===== config.mk =====
export PLATFORM = sky130hd
export DESIGN_NAME = iorabu_top
export DESIGN_NICKNAME = d
export VERILOG_FILES = /design/src/hw/iorabu_top.v
export VERILOG_INCLUDE_DIRS = /design/src /design/src/hw
export SDC_FILE = /design/constraint.sdc
export NUM_CORES = 2
export LEC_CHECK = 0
export BUFFER_PORTS_ARGS = -buffer_cell sky130_fd_sc_hd__buf_2
export CAP_MARGIN = 25
export CORE_MARGIN = 4
export CORE_UTILIZATION = 30
export CTS_CLUSTER_SIZE = 24
export DETAILED_ROUTE_END_ITERATION = 10
export SETUP_SLACK_MARGIN = 0.05
export SLEW_MARGIN = 30
export SYNTH_ARGS = -nofsm -noshare
export SYNTH_HDL_FRONTEND = slang
export SYNTH_SLANG_ARGS = --single-unit

===== constraint.sdc =====
create_clock -name CLOCK_I -period 8.15 [get_ports CLOCK_I]
set_input_delay 1.63 -clock CLOCK_I [delete_from_list [all_inputs] [get_ports CLOCK_I]]
set_output_delay 1.63 -clock CLOCK_I [all_outputs]
set_load 0.02 [all_outputs]

===== src/hw/iorabu_consts.vh =====
// constants for the input read, accumulator, compare and conditional jump unit
`ifndef IORABU_CONSTS_VH
`define IORABU_CONSTS_VH
// instruction codes
`define IORABU_INS_INPUT_READ 8'h0F
`define IORABU_INS_ARITH 8'h13
`define IORABU_INS_COMPARE 8'h14
`define IORABU_INS_COND_JUMP 8'h15
// input read banks
`define IORABU_BANK_DIGITAL 8'h00
`define IORABU_BANK_ANALOG 8'h01
`define IORABU_BANK_OUTPUTS 8'h02
// arithmetic operations
`define IORABU_OP_ADD 8'h00
`define IORABU_OP_SUB 8'h01
`define IORABU_OP_PRODUCT 8'h02
`define IORABU_OP_DIV 8'h03
`define IORABU_OP_REMAINDER 8'h04
`define IORABU_OP_AND 8'h05
`define IORABU_OP_OR 8'h06
`define IORABU_OP_XOR 8'h07
`define IORABU_OP_INVERT 8'h08
`define IORABU_OP_LOAD 8'h09
// jump conditions
`define IORABU_COND_NULL 8'h00
`define IORABU_COND_NONNULL 8'h01
`define IORABU_COND_SAME 8'h02
`define IORABU_COND_DIFFER 8'h03
`define IORABU_COND_ABOVE_STRICT 8'h04
`define IORABU_COND_ABOVE_OR_SAME 8'h05
`define IORABU_COND_BELOW_STRICT 8'h06
`define IORABU_COND_BELOW_OR_SAME 8'h07
`define IORABU_COND_TIMEOUT 8'h08
`define IORABU_COND_ALARM 8'h09
`define IORABU_COND_DEVIATION 8'h0A
`define IORABU_COND_POSITION 8'h0B
// reply status codes
`define IORABU_STATUS_OK 8'h64
`define IORABU_STATUS_BAD_TYPE 8'h03
`define IORABU_STATUS_BAD_CMD 8'h02
// register byte offsets
`define IORABU_REG_CMD 8'h00
`define IORABU_REG_VALUE 8'h04
`define IORABU_REG_STATUS 8'h08
`define IORABU_REG_RESULT 8'h0C
`define IORABU_REG_ACCU 8'h10
`define IORABU_REG_PC 8'h14
`define IORABU_REG_OUTPUTS 8'h18
`define IORABU_REG_ERRORS 8'h1C
// field positions in the command register
`define IORABU_CMD_INS_LSB 0
`define IORABU_CMD_TYPE_LSB 8
`define IORABU_CMD_BANK_LSB 16
`define IORABU_CMD_STANDALONE_BIT 24
// reset values
`define IORABU_RST_WORD 32'h00000000
`endif


===== src/hw/iorabu_top.v =====
// command execution unit for input read, accumulator arithmetic, compare and conditional jump
// Contract
// - each of the four input lines reads as digital and analogue at once
// - bank 0 read returns the selected line's digital level as 0 or 1
// - bank 1 read returns the selected line's analogue value unsigned
// - bank 2 read returns the driven state of the selected output line
// - instruction 19 applies one selectable operation with a constant operand
// - type selects add, sub, mul, div, mod, and, or, xor, invert, load
// - every arithmetic result is stored back into the accumulator; div and mod by a zero operand leave it unchanged
// - arithmetic in direct mode replies status 100 with the operand as value
// - arithmetic is accepted in direct mode as well as standalone
// - instruction 20 compares accumulator with operand, ignoring type and bank
// - compare updates the status flags used by a later conditional jump
// - instruction 21 loads the program counter when the condition holds
// - jump types 0 to 7 test zero, equal, greater and lower flags
// - jump types 8 to 11 test timeout, alarm, deviation, position errors
// - analogue reads span 0 to 65535, digital reads only 0 or 1
// - standalone input read loads the accumulator, direct mode leaves it
//
// Register access over AXI4-Lite and the placing of the registers were chosen for this implementation.
`timescale 1ns/1ps
`default_nettype none
`include "iorabu_consts.vh"

module iorabu_top #(
    parameter LINES = 4,
    parameter ADC_W = 16
) (
    input wire CLOCK_I,
    input wire RST_B_I,
    // axi4-lite slave
    input wire [7:0] S_AXI_AWADDR_I,
    input wire S_AXI_AWVALID_I,
    output reg S_AXI_AWREADY_O,
    input wire [31:0] S_AXI_WDATA_I,
    input wire [3:0] S_AXI_WSTRB_I,
    input wire S_AXI_WVALID_I,
    output reg S_AXI_WREADY_O,
    output reg [1:0] S_AXI_BRESP_O,
    output reg S_AXI_BVALID_O,
    input wire S_AXI_BREADY_I,
    input wire [7:0] S_AXI_ARADDR_I,
    input wire S_AXI_ARVALID_I,
    output reg S_AXI_ARREADY_O,
    output reg [31:0] S_AXI_RDATA_O,
    output reg [1:0] S_AXI_RRESP_O,
    output reg S_AXI_RVALID_O,
    input wire S_AXI_RREADY_I,
    // combined analogue/digital inputs, converter results per line
    input wire [LINES-1:0] INPUT_LINE_I,
    input wire [LINES*ADC_W-1:0] ADC_VALUE_I,
    // error sources for the conditional jump
    input wire TIMEOUT_ERROR_I,
    input wire EXTERNAL_ALARM_I,
    input wire DEVIATION_ERROR_I,
    input wire POSITION_ERROR_I,
    // output lines (driven by writes to the outputs register below)
    output reg [LINES-1:0] OUTPUT_LINE_O,
    output reg [31:0] PROGRAM_COUNTER_O,
    output reg DONE_O
);

    //------------------------------------------------------------
    // reset release
    //------------------------------------------------------------
    reg rst_meta_q;
    reg rst_sync_q;

    // two stages so every register leaves reset on the same edge
    always @(posedge CLOCK_I or negedge RST_B_I) begin
        if (!RST_B_I) begin
            rst_meta_q <= 1'b0;
            rst_sync_q <= 1'b0;
        end else begin
            rst_meta_q <= 1'b1;
            rst_sync_q <= rst_meta_q;
        end
    end
    wire rst_n = rst_sync_q;

    //------------------------------------------------------------
    // pin synchronisers
    //------------------------------------------------------------
    localparam NSYNC = LINES + 4;
    wire [NSYNC-1:0] pin_raw;
    reg [NSYNC-1:0] pin_clean_q;
    assign pin_raw = {POSITION_ERROR_I, DEVIATION_ERROR_I, EXTERNAL_ALARM_I,
                      TIMEOUT_ERROR_I, INPUT_LINE_I};

    // three flops per pin; the level moves once stages two and three agree
    genvar gi;
    generate
        for (gi = 0; gi < NSYNC; gi = gi + 1) begin : g_sync
            reg s1_q;
            reg s2_q;
            reg s3_q;
            always @(posedge CLOCK_I or negedge rst_n) begin
                if (!rst_n) begin
                    s1_q <= 1'b0;
                    s2_q <= 1'b0;
                    s3_q <= 1'b0;
                    pin_clean_q[gi] <= 1'b0;
                end else begin
                    s1_q <= pin_raw[gi];
                    s2_q <= s1_q;
                    s3_q <= s2_q;
                    if (s2_q == s3_q) begin
                        pin_clean_q[gi] <= s3_q;
                    end
                end
            end
        end
    endgenerate

    wire [LINES-1:0] in_level = pin_clean_q[LINES-1:0];
    wire [3:0] err_flags = pin_clean_q[NSYNC-1:LINES];

    //------------------------------------------------------------
    // register bus
    //------------------------------------------------------------
    reg [31:0] cmd_q;
    reg [31:0] value_q;
    reg [7:0] status_q;
    reg [31:0] result_q;
    reg [31:0] accu_q;
    reg [31:0] accu_d;
    reg [31:0] result_d;
    reg [7:0] status_d;
    reg [31:0] pc_d;
    reg [2:0] flags_q;                  // zero, greater, lower of last compare
    reg [2:0] flags_d;
    reg [7:0] aw_addr_q;
    reg aw_have_q;
    reg [31:0] w_data_q;
    reg [3:0] w_strb_q;
    reg w_have_q;
    reg exec_q;
    wire do_write = aw_have_q && w_have_q && !S_AXI_BVALID_O;
    wire [31:0] wmask = {{8{w_strb_q[3]}}, {8{w_strb_q[2]}}, {8{w_strb_q[1]}}, {8{w_strb_q[0]}}};
    wire [31:0] wmerge_cmd = (cmd_q & ~wmask) | (w_data_q & wmask);

    // address and data are caught independently, in either order
    always @(posedge CLOCK_I or negedge rst_n) begin
        if (!rst_n) begin
            S_AXI_AWREADY_O <= 1'b0;
            S_AXI_WREADY_O <= 1'b0;
            S_AXI_BVALID_O <= 1'b0;
            S_AXI_BRESP_O <= 2'h0;
            aw_have_q <= 1'b0;
            w_have_q <= 1'b0;
            aw_addr_q <= 8'h00;
            w_data_q <= `IORABU_RST_WORD;
            w_strb_q <= 4'h0;
            cmd_q <= `IORABU_RST_WORD;
            value_q <= `IORABU_RST_WORD;
            exec_q <= 1'b0;
        end else begin
            S_AXI_AWREADY_O <= !aw_have_q && !S_AXI_AWREADY_O && S_AXI_AWVALID_I;
            S_AXI_WREADY_O <= !w_have_q && !S_AXI_WREADY_O && S_AXI_WVALID_I;
            exec_q <= 1'b0;
            if (S_AXI_AWVALID_I && S_AXI_AWREADY_O) begin
                aw_have_q <= 1'b1;
                aw_addr_q <= S_AXI_AWADDR_I;
            end
            if (S_AXI_WVALID_I && S_AXI_WREADY_O) begin
                w_have_q <= 1'b1;
                w_data_q <= S_AXI_WDATA_I;
                w_strb_q <= S_AXI_WSTRB_I;
            end
            if (do_write) begin
                aw_have_q <= 1'b0;
                w_have_q <= 1'b0;
                S_AXI_BVALID_O <= 1'b1;
                S_AXI_BRESP_O <= 2'h0;
                if (aw_addr_q == `IORABU_REG_CMD) begin
                    // writing the command word launches execution
                    cmd_q <= wmerge_cmd;
                    exec_q <= 1'b1;
                end else if (aw_addr_q == `IORABU_REG_VALUE) begin
                    value_q <= (value_q & ~wmask) | (w_data_q & wmask);
                end else if (aw_addr_q != `IORABU_REG_OUTPUTS) begin
                    S_AXI_BRESP_O <= 2'h2;      // unmapped or read-only
                end
            end else if (S_AXI_BVALID_O && S_AXI_BREADY_I) begin
                S_AXI_BVALID_O <= 1'b0;
            end
        end
    end

    // output lines are held here so bank 2 reads back exactly what is driven
    always @(posedge CLOCK_I or negedge rst_n) begin
        if (!rst_n) begin
            OUTPUT_LINE_O <= {LINES{1'b0}};
        end else if (do_write && aw_addr_q == `IORABU_REG_OUTPUTS) begin
            OUTPUT_LINE_O <= w_data_q[LINES-1:0];
        end
    end

    // read channel, answered one cycle after the address is taken
    always @(posedge CLOCK_I or negedge rst_n) begin
        if (!rst_n) begin
            S_AXI_ARREADY_O <= 1'b0;
            S_AXI_RVALID_O <= 1'b0;
            S_AXI_RDATA_O <= `IORABU_RST_WORD;
            S_AXI_RRESP_O <= 2'h0;
        end else begin
            S_AXI_ARREADY_O <= !S_AXI_ARREADY_O && !S_AXI_RVALID_O && S_AXI_ARVALID_I;
            if (S_AXI_ARVALID_I && S_AXI_ARREADY_O) begin
                S_AXI_RVALID_O <= 1'b1;
                S_AXI_RRESP_O <= 2'h0;
                if (S_AXI_ARADDR_I == `IORABU_REG_CMD) begin
                    S_AXI_RDATA_O <= cmd_q;
                end else if (S_AXI_ARADDR_I == `IORABU_REG_VALUE) begin
                    S_AXI_RDATA_O <= value_q;
                end else if (S_AXI_ARADDR_I == `IORABU_REG_STATUS) begin
                    S_AXI_RDATA_O <= {21'h000000, flags_q, status_q};
                end else if (S_AXI_ARADDR_I == `IORABU_REG_RESULT) begin
                    S_AXI_RDATA_O <= result_q;
                end else if (S_AXI_ARADDR_I == `IORABU_REG_ACCU) begin
                    S_AXI_RDATA_O <= accu_q;
                end else if (S_AXI_ARADDR_I == `IORABU_REG_PC) begin
                    S_AXI_RDATA_O <= PROGRAM_COUNTER_O;
                end else if (S_AXI_ARADDR_I == `IORABU_REG_OUTPUTS) begin
                    S_AXI_RDATA_O <= {{(32-LINES){1'b0}}, OUTPUT_LINE_O};
                end else if (S_AXI_ARADDR_I == `IORABU_REG_ERRORS) begin
                    S_AXI_RDATA_O <= {28'h0000000, err_flags};
                end else begin
                    S_AXI_RDATA_O <= `IORABU_RST_WORD;
                    S_AXI_RRESP_O <= 2'h2;
                end
            end else if (S_AXI_RVALID_O && S_AXI_RREADY_I) begin
                S_AXI_RVALID_O <= 1'b0;
            end
        end
    end

    //------------------------------------------------------------
    // command execution
    //------------------------------------------------------------
    wire [7:0] ins = cmd_q[`IORABU_CMD_INS_LSB +: 8];
    wire [7:0] typ = cmd_q[`IORABU_CMD_TYPE_LSB +: 8];
    wire [7:0] bank = cmd_q[`IORABU_CMD_BANK_LSB +: 8];
    wire standalone = cmd_q[`IORABU_CMD_STANDALONE_BIT];
    wire [1:0] port = typ[1:0];
    wire port_ok = (typ < LINES);
    wire signed [31:0] acc_s = accu_q;
    wire signed [31:0] opd_s = value_q;
    wire [63:0] product = acc_s * opd_s;
    reg [31:0] rd_val;
    reg rd_ok;
    reg cond_hit;
    reg cond_ok;

    // input read selection; all banks are live together, no mode switch
    always @* begin
        rd_val = `IORABU_RST_WORD;
        rd_ok = port_ok;
        if (bank == `IORABU_BANK_DIGITAL) begin
            rd_val = {31'h00000000, in_level[port]};
        end else if (bank == `IORABU_BANK_ANALOG) begin
            rd_val = {{(32-ADC_W){1'b0}}, ADC_VALUE_I[port*ADC_W +: ADC_W]};
        end else if (bank == `IORABU_BANK_OUTPUTS) begin
            rd_val = {31'h00000000, OUTPUT_LINE_O[port]};
        end else begin
            rd_ok = 1'b0;
        end
    end

    // jump condition decode
    always @* begin
        cond_ok = 1'b1;
        case (typ)
            `IORABU_COND_NULL: cond_hit = flags_q[2];
            `IORABU_COND_NONNULL: cond_hit = !flags_q[2];
            `IORABU_COND_SAME: cond_hit = flags_q[2];
            `IORABU_COND_DIFFER: cond_hit = !flags_q[2];
            `IORABU_COND_ABOVE_STRICT: cond_hit = flags_q[1];
            `IORABU_COND_ABOVE_OR_SAME: cond_hit = flags_q[1] | flags_q[2];
            `IORABU_COND_BELOW_STRICT: cond_hit = flags_q[0];
            `IORABU_COND_BELOW_OR_SAME: cond_hit = flags_q[0] | flags_q[2];
            `IORABU_COND_TIMEOUT: cond_hit = err_flags[0];
            `IORABU_COND_ALARM: cond_hit = err_flags[1];
            `IORABU_COND_DEVIATION: cond_hit = err_flags[2];
            `IORABU_COND_POSITION: cond_hit = err_flags[3];
            default: begin
                cond_hit = 1'b0;
                cond_ok = 1'b0;
            end
        endcase
    end

    // next state of accumulator, flags, counter and reply
    always @* begin
        accu_d = accu_q;
        flags_d = flags_q;
        pc_d = PROGRAM_COUNTER_O + 32'h00000001;
        status_d = `IORABU_STATUS_OK;
        result_d = `IORABU_RST_WORD;
        if (ins == `IORABU_INS_INPUT_READ) begin
            if (rd_ok) begin
                result_d = rd_val;
                if (standalone) begin
                    accu_d = rd_val;
                end
            end else begin
                status_d = `IORABU_STATUS_BAD_TYPE;
            end
        end else if (ins == `IORABU_INS_ARITH) begin
            result_d = value_q;
            case (typ)
                `IORABU_OP_ADD: accu_d = accu_q + value_q;
                `IORABU_OP_SUB: accu_d = accu_q - value_q;
                `IORABU_OP_PRODUCT: accu_d = product[31:0];
                `IORABU_OP_DIV: if (value_q != 32'h00000000) accu_d = acc_s / opd_s;
                `IORABU_OP_REMAINDER: if (value_q != 32'h00000000) accu_d = acc_s % opd_s;
                `IORABU_OP_AND: accu_d = accu_q & value_q;
                `IORABU_OP_OR: accu_d = accu_q | value_q;
                `IORABU_OP_XOR: accu_d = accu_q ^ value_q;
                `IORABU_OP_INVERT: accu_d = ~accu_q;
                `IORABU_OP_LOAD: accu_d = value_q;
                default: status_d = `IORABU_STATUS_BAD_TYPE;
            endcase
        end else if (ins == `IORABU_INS_COMPARE) begin
            // type and bank are don't care here
            flags_d = {acc_s == opd_s, acc_s > opd_s, acc_s < opd_s};
        end else if (ins == `IORABU_INS_COND_JUMP) begin
            if (!cond_ok) begin
                status_d = `IORABU_STATUS_BAD_TYPE;
            end else if (cond_hit) begin
                pc_d = value_q;
            end
        end else begin
            status_d = `IORABU_STATUS_BAD_CMD;
            pc_d = PROGRAM_COUNTER_O;
        end
    end

    // one command executes in the cycle after its command word is written
    always @(posedge CLOCK_I or negedge rst_n) begin
        if (!rst_n) begin
            accu_q <= `IORABU_RST_WORD;
            flags_q <= 3'h0;
            status_q <= 8'h00;
            result_q <= `IORABU_RST_WORD;
            PROGRAM_COUNTER_O <= `IORABU_RST_WORD;
            DONE_O <= 1'b0;
        end else begin
            DONE_O <= exec_q;
            if (exec_q) begin
                accu_q <= accu_d;
                flags_q <= flags_d;
                status_q <= status_d;
                result_q <= result_d;
                PROGRAM_COUNTER_O <= pc_d;
            end
        end
    end

endmodule // iorabu_top
`default_nettype wire


==> implementation parameters <==
Parameter                              Value

Setup path
  Max incr delay on CP ... 0.60 ns
  Worst setup path end ... acc_s[26]
  Maximum fanout count along the critical path ... 8
  Worst-case register-to-register setup slack ... -59.52 ns
  Most used cell along the critical path ... a21o_1
  Library cell contributing the largest single delay on the critical path ... or4_4
  Data required, critical path ... 8.65 ns
  Critical Path Sink Type ... register
  Arrival time at the worst endpoint ... 68.17 ns
  Category of the critical setup timing path ... register to register
  Worst reg2reg path endpoint ... acc_s[26]
  Worst reg2reg path depth ... 362
  Crit start category ... register

Synthesis
  Yosys top cell by area ... ha_1
  Share of the synthesized area in the top cell type ... 14.2%
  Yosys reg bits ... 291
  Leading post-synthesis cells by cell area ... ha_1 14%, fa_1 12%, dfrtp_1 11%
  Synth warn ... 0
  Post-synthesis instance area ... 68,600 um2
  Cell count after synthesis ... 9,228
  Number of distinct library cells after synthesis ... 119
  Average footprint of a synthesized cell ... 7.43 um2
  Sequential fraction of the synthesis area ... 10.6%
  Post-synth ARST share ... 100%
  Number of flops mapped to enable cells by yosys ... 0
  Flip-flop cell with the highest count after synthesis ... dfrtp_1

CTS
  Clock tree from TritonCTS ... yes
  Number of buffers added to fix hold violations after cts ... 0
  Number of buffers on the longest clock path ... 3
  Inserted Clock Buffers ... 37
  H-tree depth ... 2
  Clock Pin Slew Worst Setup and Hold Paths ... 0.06 ns
  Count of clock tree sinks ... 291
  Worst-Skew Late Latency ... 0.61 ns
  Cell at the root of the clock tree ... clkbuf_16

Route
  # DRC ... 0
  Post-detailed-route via-to-cell ratio ... 5.61
  Routed length per placed instance ... 24.8 um
  Number of violations reported at the end of detailed-routing iteration 0 ... 8,253
  Number of iterations in the first detailed-routing pass ... 7
  Detailed-route via count ... 86,646
  Number of nets with antenna violations after detailed routing ... 0
  Wirelength, routed ... 383,000 um

GRT
  Total overflow reported by the global router ... 0
  Pin count of the biggest net entering global routing ... 153
  Vias in the first global route ... 85,441
  Initial antenna violation count ... 28
  Overall track demand over capacity in global routing ... 30.8%
  Global-route wire length before repair ... 553,000 um

Final layout
  Area used by multi-input combinational logic ... 62,300 um2
  Final layout net count ... 13,713
  Non-filler instance count after layout ... 15,434
  Proportion of layout cells with a drive suffix above 1 ... 38.3%
  Final Cell Area ... 105,000 um2
  Number of inserted filler cells in the final layout ... 22,254
  Sequential cell area ... 7300 um2
  Layout overhead on the synthesized area ... 53.3%

Place
  Number of placed instances with taps included ... 14,982
  PortBufs ... 206
  Area after detailed placement ... 96,200 um2
  Routability-driven placement congestion ratio ... 1.07
  HPWL after detailed placement ... 303,000 um

STA
  Final Hold Violating Endpoints ... 0
  Setup-failing EPs final ... 32
  RSZ-0062 raised after global routing ... yes
  Setup ws final ... -59.52 ns
  Max-slew violation count ... 0
  Part of the cycle the worst path needs ... 830%
  Setup skew after layout ... 0.0665 ns
  Remaining max-slew budget at the tightest pin ... 19.7%
  Final critical path time including I/O delays and setup ... 67.67 ns
  Least-Margin Pin Slew ... 1.19 ns
  Achievable frequency ... 14.8 MHz

Floorplanning
  Die height ... 486 um
  Die area ... 236,000 um2
  Placeable core area ... 227,000 um2
  Number of cell rows ... 175
  Starting density of the core ... 30.2%
  Die W ... 486 um
  I/O pin cnt ... 209

Outcome
  Violated checks ... setup timing
  Status ... finished, violations left

Worst hold path
  Worst min-delay path category ... register to register

Run
  Count of max-cap constraint violations ... 0
per-stage QoR:
stage          hold WS [ns]  utilization [%]  worst slack (ns)  setup TNS, ns
3_3_place_gp          0.335             42.3            -62.75       -1983.48
5_1_grt               0.362             46.2            -61.98       -1959.79
3_5_place_dp          0.337             42.3            -64.14       -2028.13
4_1_cts               0.349             44.4            -58.47       -1850.81
2_1_floorplan         0.331                -            -59.04       -2023.69
6_report              0.348             46.2            -59.52       -1881.01
worst min-delay path by stage:
stage | start | endpoint | slack (ns) | cells after the start
2_1_floorplan | g_sync[0].s1_q | g_sync[0].s2_q | 0.33 | 0
3_3_place_gp | g_sync[7].s1_q | g_sync[7].s2_q | 0.34 | 0
3_5_place_dp | g_sync[4].s1_q | g_sync[4].s2_q | 0.34 | 0
4_1_cts | g_sync[4].s1_q | g_sync[4].s2_q | 0.35 | 0
5_1_grt | g_sync[3].s1_q | g_sync[3].s2_q | 0.36 | 0
6_report | g_sync[6].s1_q | g_sync[6].s2_q | 0.35 | 0
Yosys cell counts (all sizes together), types with 57 or more instances:
| library cell | instances |
|---|---|
| nand2 | 1140 |
| nor2 | 967 |
| inv | 825 |
| ha | 781 |
| a21oi | 655 |
| o21ai | 555 |
| xnor2 | 412 |
| fa | 411 |
| clkbuf | 347 |
| dfrtp | 291 |
| nor3 | 229 |
| a21o | 209 |
| nand3 | 188 |
| xor2 | 178 |
| mux2 | 144 |
| o21a | 137 |
| a31oi | 110 |
| buf | 96 |
| o31ai | 87 |
| a22oi | 79 |
| or3 | 78 |
| nand2b | 73 |
| nor2b | 73 |
| o211ai | 73 |
| and3 | 70 |
| nand4 | 68 |
| a211oi | 64 |
| a221oi | 64 |
| o22ai | 60 |
| o21bai | 57 |
cell usage in the layout (no fill, tap or decap), types with 64 or more instances in the layout:
cell,Yosys,routed
o21ai_0,531,385
nor2b_1,73,64
a21o_1,209,209
o21ai_1,21,101
a21oi_2,1,106
nor2_1,967,879
nand2b_1,73,68
xor2_1,178,170
buf_4,6,3210
a31oi_1,109,91
ha_1,781,699
xnor2_1,412,380
nor3_1,224,181
a22oi_1,79,76
o211ai_1,70,70
buf_6,2,79
nand3_1,187,170
buf_2,21,207
a21oi_1,654,526
fa_1,411,410
o21a_1,137,131
inv_1,823,802
ha_4,0,65
mux2_2,144,135
nand2_1,1139,1082
nand4_1,68,68
dfrtp_1,291,283
layout make-up:
type	count	area share [%]
antenna	8	0.0190
clock buffer	51	1.02
clock inverter	15	0.182
inverter	835	3.00
multi-input combinational	7665	59.2
sequential	291	6.94
tap	3009	3.58
timing repair buffer	3560	26.0
metal layers:
| metal | vias up | GRT usage (%) | share of wire (%) |
|---|---|---|---|
| met5 | - | 0 | 0.034 |
| met4 | 20 | 16.2 | 6.8 |
| met3 | 1174 | 6.19 | 9.8 |
| li1 | 38750 | - | - |
| met1 | 42123 | 39.5 | 40 |
| met2 | 4579 | 48.7 | 43 |
repair_timing:
item / in CTS / in global routing
pin swaps: 258 / 459
endpoints found under the setup margin: 32 / 32
setup buffers: 192 / 177
resized for setup: 454 / 544
hold endpoints to repair: 0 / 0
gates cloned: 12 / 6
cells by family after synthesis:
family | synth area share, %
and+or+nand+nor | 20.5
AOI/OAI and AO/OA | 24.1
buffers and inverters | 7.08
adders and majority gates | 26.4
xor gates and xnor gates | 7.53
DFF | 10.6
muxes | 3.78
other | 0.0109
worst max-delay path, delay by kind of cell, from the launching register on:
family | cells | cell delay, ns
flops | 1 | 0.38
buf+inv | 54 | 7.38
compound gates | 172 | 31.62
xor+xnor | 1 | 0.23
simple gates | 102 | 18.82
fa+ha+maj | 31 | 8.20
mux | 2 | 0.67
Power is left out: the tool's default activity adds up to more than one toggle a clock period on the data nets, which glitch-free logic cannot reach.
